[src/periph_if_pkg.sv]
/*
 * Shared constants and carriers for the peripheral task/event register bank.
 * Assumes a 32-bit Avalon-MM master with byte addresses and word-aligned access.
 */
package periph_if_pkg;

    // ---------------------------------------------------------------------
    // Address space
    // ---------------------------------------------------------------------
    localparam int unsigned  DATA_W             = 32;
    localparam int unsigned  ADDR_W             = 32;
    localparam int unsigned  ID_W               = 8;
    localparam int unsigned  WINDOW_WORDS       = 1024;
    localparam logic [31:0]  WINDOW_BYTES       = 32'h0000_1000;
    localparam int unsigned  WINDOW_LSB         = 12;
    localparam logic [31:0]  PERIPH_SPACE_BASE  = 32'h4000_0000;

    // ---------------------------------------------------------------------
    // Register offsets inside the window
    // ---------------------------------------------------------------------
    localparam logic [11:0]  OFS_TASKS          = 12'h000;
    localparam logic [11:0]  OFS_EVENTS         = 12'h100;
    localparam logic [11:0]  OFS_SHORTS         = 12'h200;
    localparam logic [11:0]  OFS_IRQ_MASK       = 12'h300;
    localparam logic [11:0]  OFS_IRQ_SET        = 12'h304;
    localparam logic [11:0]  OFS_IRQ_CLR        = 12'h308;
    localparam logic [11:0]  OFS_ENABLE         = 12'h500;
    localparam logic [11:0]  REG_STRIDE         = 12'h004;

    // ---------------------------------------------------------------------
    // Reset values and fields
    // ---------------------------------------------------------------------
    localparam logic [31:0]  RST_WORD           = 32'h0000_0000;
    localparam int unsigned  ENABLE_BIT         = 0;
    localparam int unsigned  TRIGGER_BIT        = 0;
    localparam int unsigned  IRQ_CLEAR_MAX_CYC  = 4;
    localparam int unsigned  MAX_SHORTS         = 32;

    // ---------------------------------------------------------------------
    // Bus carriers
    // ---------------------------------------------------------------------
    typedef struct packed {
        logic              read;
        logic              write;
        logic [ADDR_W-1:0] address;
        logic [DATA_W-1:0] writedata;
        logic [3:0]        byteenable;
    } avmm_req_s;

endpackage

[src/setclr_reg.sv]
/*
 * Register with a main view, a set alias and a clear alias.
 * Assumes the caller decodes the three addresses and merges byte lanes.
 */
`timescale 1ns/1ps
module setclr_reg
#(
    parameter int unsigned W = 32
)
(
    input  wire logic         ref_clk_i,
    input  wire logic         rstn_i,
    input  wire logic         wr_main_i,
    input  wire logic         wr_set_i,
    input  wire logic         wr_clr_i,
    input  wire logic [W-1:0] wdata_i,
    output logic      [W-1:0] value_o
);
    import periph_if_pkg::*;

    logic [W-1:0] value_q;

    // ---------------------------------------------------------------------
    // Storage
    // ---------------------------------------------------------------------
    always_ff @(posedge ref_clk_i)
    begin
        if (!rstn_i)
        begin
            value_q <= RST_WORD[W-1:0];
        end
        else if (wr_main_i)
        begin
            value_q <= wdata_i;
        end
        else if (wr_set_i)
        begin
            value_q <= value_q | wdata_i;
        end
        else if (wr_clr_i)
        begin
            value_q <= value_q & ~wdata_i;
        end
    end

    assign value_o = value_q;
endmodule

[src/peripheral_task_event_interface.sv]
/*
 * Common task, event, shortcut and interrupt register bank of one peripheral,
 * reached over an Avalon-MM slave with one wait state on every access.
 * Assumes task and event pulses come from logic on ref_clk_i.
 */
// Function
// - The peripheral decodes its own aligned 0x1000-byte window of 1024 words.
// - Identifier equals base address minus 0x40000000, divided by 0x1000.
// - Set-and-clear register uses main, set alias, clear alias at consecutive words.
// - Ones written to set or clear alias set or clear bits; zeros do nothing.
// - Reading the set or clear alias returns the main register.
// - A task fires on software write of one or on its input pulse.
// - Event pulse sets the event register; only a written zero clears it.
// - Event pulses still go out while the event register already reads one.
// - An enabled shortcut triggers its fixed task when its event occurs.
// - Shortcut enables sit in one register, one bit each, at most 32.
// - One interrupt line per peripheral, numbered by the peripheral identifier.
// - Each event is separately enabled as interrupt source; several may combine.
// - Each event has the same bit position in mask, set and clear ports.
// - Reading the interrupt set or clear port returns the interrupt mask.
// - The interrupt may stay up at most four cycles after a clear.
`timescale 1ns/1ps
module peripheral_task_event_interface
    import periph_if_pkg::*;
#(
    parameter logic [31:0] BASE_ADDR  = 32'h4000_0000,
    parameter int unsigned NUM_TASKS  = 4,
    parameter int unsigned NUM_EVENTS = 4,
    parameter int unsigned NUM_SHORTS = 4
)
(
    input  wire logic                       ref_clk_i,
    input  wire logic                       rstn_i,
    input  wire periph_if_pkg::avmm_req_s   bus_req_i,
    output logic                            bus_waitrequest_o,
    output logic [periph_if_pkg::DATA_W-1:0] bus_readdata_o,
    input  wire logic [NUM_TASKS-1:0]       task_in_i,
    input  wire logic [NUM_EVENTS-1:0]      event_pulse_i,
    output logic [NUM_TASKS-1:0]            task_o,
    output logic [NUM_EVENTS-1:0]           event_o,
    output logic                            enable_o,
    output logic                            irq_o,
    output logic [periph_if_pkg::ID_W-1:0]  peripheral_id_o
);
    import periph_if_pkg::*;

    // ---------------------------------------------------------------------
    // Identity and decode
    // ---------------------------------------------------------------------
    localparam logic [31:0]   ID_FULL  = (BASE_ADDR - PERIPH_SPACE_BASE) >> WINDOW_LSB;
    localparam logic [ID_W-1:0] PERIPH_ID = ID_FULL[ID_W-1:0];

    logic               ack_q;
    logic               req;
    logic               hit;
    logic [11:0]        ofs;
    logic               wr_fire;
    logic [DATA_W-1:0]  lane_mask;
    logic [DATA_W-1:0]  wdata_m;
    logic [DATA_W-1:0]  rdata_d;
    logic [DATA_W-1:0]  rdata_q;
    logic               enable_q;
    logic [31:0]        shorts_q;
    logic [31:0]        irq_mask;
    logic [31:0]        irq_mask_merged;
    logic [NUM_EVENTS-1:0] event_q;
    logic [NUM_EVENTS-1:0] evt_fire;
    logic [NUM_TASKS-1:0]  task_d;
    logic [NUM_TASKS-1:0]  task_q;
    logic [NUM_EVENTS-1:0] event_out_q;
    logic               irq_q;

    assign req = bus_req_i.read | bus_req_i.write;
    // Only the upper address bits select the window; the low 12 bits pick the word
    assign hit = (bus_req_i.address[ADDR_W-1:WINDOW_LSB] == BASE_ADDR[ADDR_W-1:WINDOW_LSB]);
    assign ofs = {bus_req_i.address[WINDOW_LSB-1:2], 2'b00};
    assign peripheral_id_o = PERIPH_ID;
    assign wr_fire = bus_req_i.write & ack_q & hit;

    always_comb
    begin
        for (int b = 0; b < 4; b++)
        begin
            lane_mask[8*b +: 8] = {8{bus_req_i.byteenable[b]}};
        end
    end
    assign wdata_m = bus_req_i.writedata & lane_mask;

    // ---------------------------------------------------------------------
    // Bus handshake
    // ---------------------------------------------------------------------
    // One fixed wait state keeps read data registered and timing simple
    always_ff @(posedge ref_clk_i)
    begin
        if (!rstn_i)
        begin
            ack_q <= 1'b0;
        end
        else
        begin
            ack_q <= req & ~ack_q;
        end
    end
    assign bus_waitrequest_o = req & ~ack_q;

    // ---------------------------------------------------------------------
    // Enable and shortcut registers
    // ---------------------------------------------------------------------
    always_ff @(posedge ref_clk_i)
    begin
        if (!rstn_i)
        begin
            enable_q <= RST_WORD[ENABLE_BIT];
        end
        else if (wr_fire && ofs == OFS_ENABLE && bus_req_i.byteenable[0])
        begin
            enable_q <= bus_req_i.writedata[ENABLE_BIT];
        end
    end
    assign enable_o = enable_q;

    always_ff @(posedge ref_clk_i)
    begin
        if (!rstn_i)
        begin
            shorts_q <= RST_WORD;
        end
        else if (wr_fire && ofs == OFS_SHORTS)
        begin
            // Bits above the implemented shortcuts stay zero
            shorts_q <= ((shorts_q & ~lane_mask) | wdata_m)
                        & ((32'h0000_0001 << NUM_SHORTS) - 32'h0000_0001);
        end
    end

    // ---------------------------------------------------------------------
    // Interrupt mask with set and clear aliases
    // ---------------------------------------------------------------------
    assign irq_mask_merged = (irq_mask & ~lane_mask) | wdata_m;

    setclr_reg #(
        .W (32)
    ) u_irq_mask (
        .ref_clk_i (ref_clk_i),
        .rstn_i    (rstn_i),
        .wr_main_i (wr_fire && ofs == OFS_IRQ_MASK),
        .wr_set_i  (wr_fire && ofs == OFS_IRQ_SET),
        .wr_clr_i  (wr_fire && ofs == OFS_IRQ_CLR),
        .wdata_i   ((ofs == OFS_IRQ_MASK) ? irq_mask_merged : wdata_m),
        .value_o   (irq_mask)
    );

    // ---------------------------------------------------------------------
    // Per-event and per-task logic
    // ---------------------------------------------------------------------
    genvar g;
    generate
        for (g = 0; g < NUM_EVENTS; g++)
        begin : g_event
            localparam logic [11:0] EV_OFS = OFS_EVENTS + 12'(g * 4);
            // Pulses of a disabled peripheral are dropped
            assign evt_fire[g] = enable_q & event_pulse_i[g];

            always_ff @(posedge ref_clk_i)
            begin
                if (!rstn_i)
                begin
                    event_q[g] <= 1'b0;
                end
                else if (evt_fire[g])
                begin
                    // New event beats a simultaneous software clear
                    event_q[g] <= 1'b1;
                end
                else if (wr_fire && ofs == EV_OFS && bus_req_i.byteenable[0]
                         && !bus_req_i.writedata[0])
                begin
                    event_q[g] <= 1'b0;
                end
            end
        end

        for (g = 0; g < NUM_TASKS; g++)
        begin : g_task
            localparam logic [11:0] TK_OFS = OFS_TASKS + 12'(g * 4);
            logic sw_trig;
            logic short_trig;
            assign sw_trig = wr_fire && ofs == TK_OFS && bus_req_i.byteenable[0]
                             && bus_req_i.writedata[TRIGGER_BIT];
            // Shortcut g links event g to task g
            if (g < NUM_SHORTS && g < NUM_EVENTS)
            begin : g_short
                assign short_trig = shorts_q[g] & evt_fire[g];
            end
            else
            begin : g_noshort
                assign short_trig = 1'b0;
            end
            assign task_d[g] = enable_q & (sw_trig | task_in_i[g] | short_trig);
        end
    endgenerate

    always_ff @(posedge ref_clk_i)
    begin
        if (!rstn_i)
        begin
            task_q <= '0;
        end
        else
        begin
            task_q <= task_d;
        end
    end
    assign task_o = task_q;

    // Outgoing pulses do not look at the sticky register
    always_ff @(posedge ref_clk_i)
    begin
        if (!rstn_i)
        begin
            event_out_q <= '0;
        end
        else
        begin
            event_out_q <= evt_fire;
        end
    end
    assign event_o = event_out_q;

    // ---------------------------------------------------------------------
    // Interrupt line
    // ---------------------------------------------------------------------
    // One register stage after the mask: a clear reaches irq_o two cycles after the write, inside the allowed four
    always_ff @(posedge ref_clk_i)
    begin
        if (!rstn_i)
        begin
            irq_q <= 1'b0;
        end
        else
        begin
            irq_q <= |(event_q & irq_mask[NUM_EVENTS-1:0]);
        end
    end
    assign irq_o = irq_q;

    // ---------------------------------------------------------------------
    // Read path
    // ---------------------------------------------------------------------
    always_comb
    begin
        rdata_d = RST_WORD;
        if (hit)
        begin
            if (ofs == OFS_IRQ_MASK || ofs == OFS_IRQ_SET || ofs == OFS_IRQ_CLR)
            begin
                rdata_d = irq_mask;
            end
            else if (ofs == OFS_SHORTS)
            begin
                rdata_d = shorts_q;
            end
            else if (ofs == OFS_ENABLE)
            begin
                rdata_d[ENABLE_BIT] = enable_q;
            end
            for (int i = 0; i < NUM_EVENTS; i++)
            begin
                if (ofs == OFS_EVENTS + 12'(i * 4))
                begin
                    rdata_d[0] = event_q[i];
                end
            end
        end
    end

    always_ff @(posedge ref_clk_i)
    begin
        if (!rstn_i)
        begin
            rdata_q <= RST_WORD;
        end
        else if (bus_req_i.read && !ack_q)
        begin
            rdata_q <= rdata_d;
        end
    end
    assign bus_readdata_o = rdata_q;
endmodule

[config.mk]
export PLATFORM = sky130hd
export DESIGN_NAME = peripheral_task_event_interface
export DESIGN_NICKNAME = d
export VERILOG_FILES = /design/src/periph_if_pkg.sv /design/src/setclr_reg.sv /design/src/peripheral_task_event_interface.sv
export SDC_FILE = /design/constraint.sdc
export NUM_CORES = 1
export LEC_CHECK = 0
export ABC_AREA = 1
export ABC_CLOCK_PERIOD_IN_PS = 1370
export BUFFER_PORTS_ARGS = -buffer_cell sky130_fd_sc_hd__buf_2
export CAP_MARGIN = 20
export CORE_AREA = 4 4 97 109
export CTS_CLUSTER_SIZE = 25
export DETAILED_ROUTE_END_ITERATION = 12
export DIE_AREA = 0 0 101 113
export PLACE_DENSITY = 0.79
export SYNTH_ARGS = -nofsm -noshare
export SYNTH_HDL_FRONTEND = slang
export SYNTH_SLANG_ARGS = --single-unit
[constraint.sdc]
create_clock -name ref_clk_i -period 1.37 [get_ports ref_clk_i]
set_clock_uncertainty 0.1 [all_clocks]
set_input_delay 0 -clock ref_clk_i [delete_from_list [all_inputs] [get_ports ref_clk_i]]
set_output_delay 0 -clock ref_clk_i [all_outputs]
set_load 0.01 [all_outputs]
* Word-level counts from Yosys, hierarchy flattened
Index checks and enable logic that the tools add are counted. W data, S select, Z words.
Operators by class: equality and inequality tests 13, multiplexer cells 21, bitwise operators 35, reductions and logical operators 42
Operator list (number):
- $mux W32 | 6
- $and A32 B32 Y32 | 3
- $not A32 Y32 | 2
- $or A32 B32 Y32 | 2
- $eq A10 B7 Y1 const B | 4
- $eq A10 B8 Y1 const B | 4
- $logic_and A1 B1 Y1 | 31
- $eq A10 B2 Y1 const B | 2
- $eq A20 B19 Y1 const B | 1
- $and A1 B1 Y1 | 15
- $mux W1 | 14
- $logic_not A12 Y1 | 1
- $eq A10 B1 Y1 const B | 1
- $eq A10 B9 Y1 const B | 1
- $or A1 B1 Y1 | 9
- $and A4 B4 Y4 | 2
- $reduce_bool A2 Y1 | 4
- $or A4 B4 Y4 | 1
- $reduce_or A4 Y1 | 1
- $mux W3 | 1
- $reduce_bool A3 Y1 | 1
- $logic_not A1 Y1 | 2
- $logic_or A1 B1 Y1 | 2
- $not A1 Y1 | 1
Word-level totals: bits in registers 83, output and inout bits 51, word-level logic and storage cells 123

* Depth between registers and ports, before layout
Gate-level depths: netlist of the first run.
word-level depth 9, mapped depth 11

* Modules after synthesis
Synthesis of the first run repeated with hierarchy kept, for this count alone.
Unflattened totals: cell total of the unflattened synthesis 673, area total of the unflattened synthesis 4489.3 µm²
Modules (own cells, without submodules):
- peripheral_task_event_interface | instances 1, cells an instance 464, area each 2911.5 µm², seq. area each 1021.0 µm²
- setclr_reg | instances 1, cells an instance 209, area each 1577.8 µm², seq. area each 640.6 µm²

* Least setup slack after synthesis of the first run
No wires, ideal clock.
path kind in2reg, start point input bus_req_i[43] (netlist bit), end point register with a tool-made name, arrival time 1.117 ns, data required time 1.133 ns, path slack 0.016 ns, cell stages on the path 11, path buffers 1, cells stage by stage nor2_1 nand2_1 nor2_4 nand2_2 buf_2 o22ai_1 inv_1 nand2_1 nand2_1 nand2_1 a21oi_1
RTL lines:
- from (decl) | RTL line peripheral_task_event_interface.sv:34 | input wire periph_if_pkg::avmm_req_s bus_req_i,

==> results_dict.tcl, run 1 <==
set metrics [dict create \
    path_clk_slew_ps 80 \
    vias 4972 \
    drt-met1-wl_um 5430 \
    drt-initial-drc-count 201 \
    cp_common_cell "nand2_1" \
    synth.top_cell.area_share_pct 38.1 \
    antenna_found_initial 0 \
    drv_cap 0 \
    leakage_nw 2.93 \
    routabilityCongestion 0.906 \
    drcViolationCount 0 \
    diodes 0 \
    place_area_sq_mm 0.00532 \
    rr_worst_depth 10 \
    finalCriticalPeriod_ps 1490 \
    grt.total_usage_pct 22.6 \
    ys_ff_latch 83 \
    syn_area_sq_mm 0.00436 \
    endpoint_kind "register" \
    finalPower_mw 5.05 \
    finish.instance_area_sq_mm 0.00652 \
    htree_num_levels 3 \
    cp_data_arrival_time_ps 1620 \
    synth-edff-count 0 \
    worst-path-buf-inv 4 \
    initial_utilization_pct 45.7 \
    holdPathStages 6 \
    synth_ff_type "dfxtp_1" \
    hpwl_um 8020 \
    ys_seq_area_share_pct 38.1 \
    grt_pass1_vias 4661 \
    setup_ws_ps -116 \
    drt-vias-per-instance 4.94 \
    crit_family "buffers and inverters" \
    ys_types 32 \
    fill_cells 799 \
    min_from "bus_req_i[47]" \
    critPathLaunch "ack_q" \
    report.final.slew_viol_count 0 \
    grt_max_degree 35 \
    dr_wl_met3_um 827 \
    dr.max_layer_used "met4" \
    setup_violations 66 \
    grt_setup_unrepaired "true" \
    gr-total-overflow 0 \
    wl_um 13700 \
    hold_class "input pin to register" \
    p_per_area_mw_per_mm2 774 \
    row_count 38 \
    met2WireLength_um 7210 \
    syn_inst 680 \
    synthToLayoutAreaGrowth_pct 49.5 \
    clk_path_buf_depth 2 \
    worstPathCellList "nand2_2, inv_2, buf_6, nand4_1, buf_6, clkbuf_16, nand2_1, nand2_1, nand2_1, a21oi_1" \
    crit_slowest_cell "dfxtp_2" \
    cpPeakStageDelay_ps 360 \
    drive_above_1_share_pct 30.4 \
    ys_warn_count 0 \
    die_h_um 113 \
    rrSetupSlack_ps -120 \
    cts_buffers 9 \
    fmax_mhz 673 \
    io_buffer_count 120 \
    die_x_um 101 \
    worstPathRequired_ps 1510 \
    synth_most_common_cell "nand2_1" \
    dieArea_sq_mm 0.0114 \
    wl_per_cell_um 13.7 \
    ant_nets 0 \
    post-place-cells 930 \
    core_area_sq_mm 0.00956 \
    yosys-top-cells-area "dfxtp_1 38%, nand2_1 22%, inv_1 7.7%" \
    fin_hold_ws_ps 51.1 \
    peakVddDrop_mv 0.484 \
    synth_area_per_cell_sq_um 6.42 \
    grt_pass1_wl_um 21100 \
    final_cells 1007 \
    clock_latency_ps 350 \
    synthArstFlopShare_pct 0 \
    yosysTopAreaCell "dfxtp_1" \
    cts_sinks 83 \
    cp-start-kind "register" \
    status "complete, but fails checks" \
    nNetsFinal 963 \
    hold_viol_final 0 \
    tritoncts "built" \
    hold_end "enable_o" \
    reg2reg_from "ack_q" \
    critPathKind "register to register" \
    root_buffer "clkbuf_8" \
    cp_max_fo 16 \
    drtPass1Iterations 4 \
    violations "setup timing" \
    fin_crit_sh_pct 108 \
    num_io_pins 131 \
    fin_util_pct 68.3 \
    synth.top_cells.by_count "253 x nand2_1, 90 x inv_1, 83 x dfxtp_1" \
]
-- metal layers --
layer	track usage (%)	vias up
li1	-	2533
met1	26.9	2256
met2	41.5	151
met3	3.08	32
met4	6.91	0
met5	0	-
-- layout by cell type, fill, tap and decap left out, types with 6 or more instances in the layout --
cell type      netlist  layout
nand2_1            253     229
buf_2                6     119
inv_1               90      86
dfxtp_1             83      82
a21oi_1             63      54
nor2_1              52      47
dlygate4sd3_1        0      45
buf_4               10      31
o22ai_1             31      28
nand2_2              3      23
nand3_1             15      15
a21oi_2              4      12
clkbuf_8             0      11
buf_12               0      10
buf_6                7      10
conb_1               1       8
nor3_2               2       6
inv_2                2       6
nor2_4               4       6
-- power by group --
| part | switching, mW | internal (mW) | total [mW] |
|---|---|---|---|
| Combinational | 0.322 | 0.308 | 0.629 |
| Clock | 0.891 | 1.12 | 2.01 |
| Sequential | 0.00245 | 2.41 | 2.42 |
-- what timing repair did --
item                                   in CTS  in global routing
pin swaps                                   7                 15
setup buffers                               7                  4
endpoints found under the hold margin      49                  0
gates cloned                                3                  4
setup endpoints to repair                  32                 72
resized for setup                          19                 66
hold buffers                               45                  0
-- cell families after synthesis --
group           count (synthesis)  share of synthesized area, %
compound gates                113                          14.9
simple gates                  353                          33.5
other cells                     1                        0.0859
buf+inv                       130                          13.4
flops                          83                          38.1
-- how the worst max path moves through the flow --
stage | end | slack [ps] | cells past startpoint
after floorplan | register | 20 | 11
after global placement | bus_readdata_o[0] | -150 | 13
after detailed placement | register | -180 | 12
after CTS | register | -50 | 9
after global routing | register | -200 | 10
final | register | -120 | 10
-- worst reg2reg max path, delay by kind of cell (launching register included) --
kind            cells  cell delay (ps)
simple gates        5              340
buf+inv             4              520
compound gates      1               60
flops               1              360
-- per-stage QoR --
| stage | TNS [ps] | setup WS [ps] |
|---|---|---|
| 3_5_place_dp | -8500 | -181 |
| 4_1_cts | -765 | -51.3 |
| 2_1_floorplan | 0 | 16.3 |
| 6_report | -5290 | -116 |
| 3_3_place_gp | -7140 | -153 |
| 5_1_grt | -11040 | -196 |
-- layout make-up --
type | count | area (sq um) | share of cell area (%)
clock inverter | 4 | 73.8 | 1.13
inverter | 93 | 353 | 5.41
sequential | 83 | 1660 | 25.5
clock buffer | 11 | 151 | 2.32
multi-input combinational | 474 | 2370 | 36.3
tap | 120 | 150 | 2.30
timing repair buffer | 222 | 1760 | 27.0
No activity file was read; power rests on OpenSTA's default activity.
==> run 2, diff against run 1 <==
Settings changed: CORE_AREA 4 4 97 109 to 2 2 95 107, DIE_AREA 0 0 101 113 to 0 0 97 109.
==> run 2 against run 1 <==
The run still ends with setup timing left. Worst hold slack worse by 49 ps. Non-clock buffer count shrank 7. Sequential share of layout area fell by 0.78 points. Register-to-register slack better by 70 ps. Fmax is 4.7% higher. Highest routed layer unchanged.
==> results_dict.tcl, run 2 (synthesis results as in run 1) <==
set metrics [dict create \
    p_per_area_mw_per_mm2 717 \
    setup_violations 25 \
    drv_cap 0 \
    core_area_sq_mm 0.00956 \
    hold_class "input pin to register" \
    diodes 0 \
    tightest_slew_ps 568 \
    synthToLayoutAreaGrowth_pct 54.2 \
    grt.total_usage_pct 23.4 \
    grtUsageMet1_pct 26.8 \
    drive_above_1_share_pct 36.3 \
    initial_utilization_pct 45.7 \
    drtPass1Iterations 4 \
    hpwl_um 7850 \
    fin_setup_tns_ps -378 \
    grt.busiest_layer "met2" \
    final_cell_mix "213 x nand2_1, 119 x buf_2, 87 x inv_1" \
    vias 5035 \
    max-slew-margin-rel_pct 62.1 \
    wl_um 13600 \
    fmax_mhz 704 \
    antenna_found_initial 0 \
    cp-start-kind "register" \
    fin_util_pct 70.4 \
    drt-initial-drc-count 169 \
    status "complete, but fails checks" \
    worstPathCellList "buf_6, nor2_4, nand2_2, nor2_4, buf_6, nand2_4, a21oi_2" \
    final_common_cell "nand2_1" \
    grt_pass1_vias 4694 \
    fin_crit_sh_pct 104 \
    drcViolationCount 0 \
    multi_input_area_sq_mm 0.00268 \
    setup_ws_ps -50.0 \
    met2_usage_pct 44.4 \
    worstPathRequired_ps 1540 \
    cts_sinks 83 \
    ant_nets 0 \
    grt_setup_unrepaired "true" \
    fill_cells 740 \
    num_io_pins 131 \
    wl_per_cell_um 13.6 \
    root_buffer "clkbuf_8" \
    clk_path_buf_depth 2 \
    grt_max_degree 36 \
    routabilityCongestion 0.896 \
    die_h_um 109 \
    crit_slowest_cell "dfxtp_2" \
    path_clk_slew_ps 80 \
    htree_num_levels 3 \
    cp_data_arrival_time_ps 1590 \
    endpoint_kind "register" \
    peakVddDrop_mv 0.584 \
    finalCriticalPeriod_ps 1420 \
    tritoncts "built" \
    clock_latency_ps 350 \
    grt_pass1_wl_um 20500 \
    violations "setup timing" \
    cpPeakStageDelay_ps 340 \
    grt.met3_usage_pct 3.97 \
    critPathKind "register to register" \
    report.final.slew_viol_count 0 \
    cp_max_fo 7 \
    row_count 38 \
    die_x_um 97 \
    gr-total-overflow 0 \
    seqCellArea_sq_mm 0.00166 \
    cts_buffers 9 \
    dieArea_sq_mm 0.0106 \
    nNetsFinal 956 \
    leakage_nw 3.10 \
    hold_viol_final 0 \
    io_buffer_count 120 \
    drt-vias-per-instance 5.03 \
]
## run 2: final timing paths
| kind | start | endpoint | slack [ps] | depth (start not counted) |
|---|---|---|---|---|
| max | ack_q | bus_readdata_o[8] | -50 | 7 |
| min | bus_req_i[39] | register | 3 | 5 |
| max reg2reg | ack_q | bus_readdata_o[8] | -50 | 7 |
| min reg2reg | bus_readdata_o[18] | bus_readdata_o[18] | 360 | 2 |
## run 2: worst max-delay path, delay by kind of cell (launching register included)
kind,cells,cell delay [ps]
buffers and inverters,2,290
DFF,1,340
and+or+nand+nor,4,440
AOI/OAI and AO/OA,1,170
## run 2: report_power, final
part / switching, mW / internal, mW / total [mW]
registers: 0.00209 / 2.41 / 2.41
clock network: 0.871 / 0.859 / 1.73
logic: 0.356 / 0.325 / 0.681
total: 1.23 / 3.60 / 4.83
## run 2: layer usage
layer / up-vias / part of all wire, %
li1: 2520 / -
met1: 2316 / 41
met5: - / 0
met3: 36 / 4.7
met2: 163 / 52
met4: 0 / 2.3
## run 2: layout make-up
type	instances	area share, %
multi-input cells	474	39.8
well taps	120	2.23
repair buffers	215	25.1
clock inverters	1	0.0744
inverters	93	5.28
flip-flops and latches	83	24.7
clock buffers	15	2.77
## run 2: metrics by stage
stage	setup slack (ps)	instances	instance area (sq um)	power, mW	hold WS (ps)
5_1_grt	-108	1001	6730	5.00	14.9
6_report	-50.0	1001	6730	4.83	2.59
3_5_place_dp	-193	931	5330	2.93	124
2_1_floorplan	16.3	687	4390	2.72	23.4
4_1_cts	-46.4	995	6040	4.71	0.472
3_3_place_gp	-182	931	5330	2.92	123
## run 2: what timing repair did
item,CTS,global route
endpoints found under the setup margin,59,71
hold endpoints to repair,49,0
hold buffers,45,0
resized for setup,7,153
pin swaps,1,37
buffers inserted,2,2
gates cloned,1,4
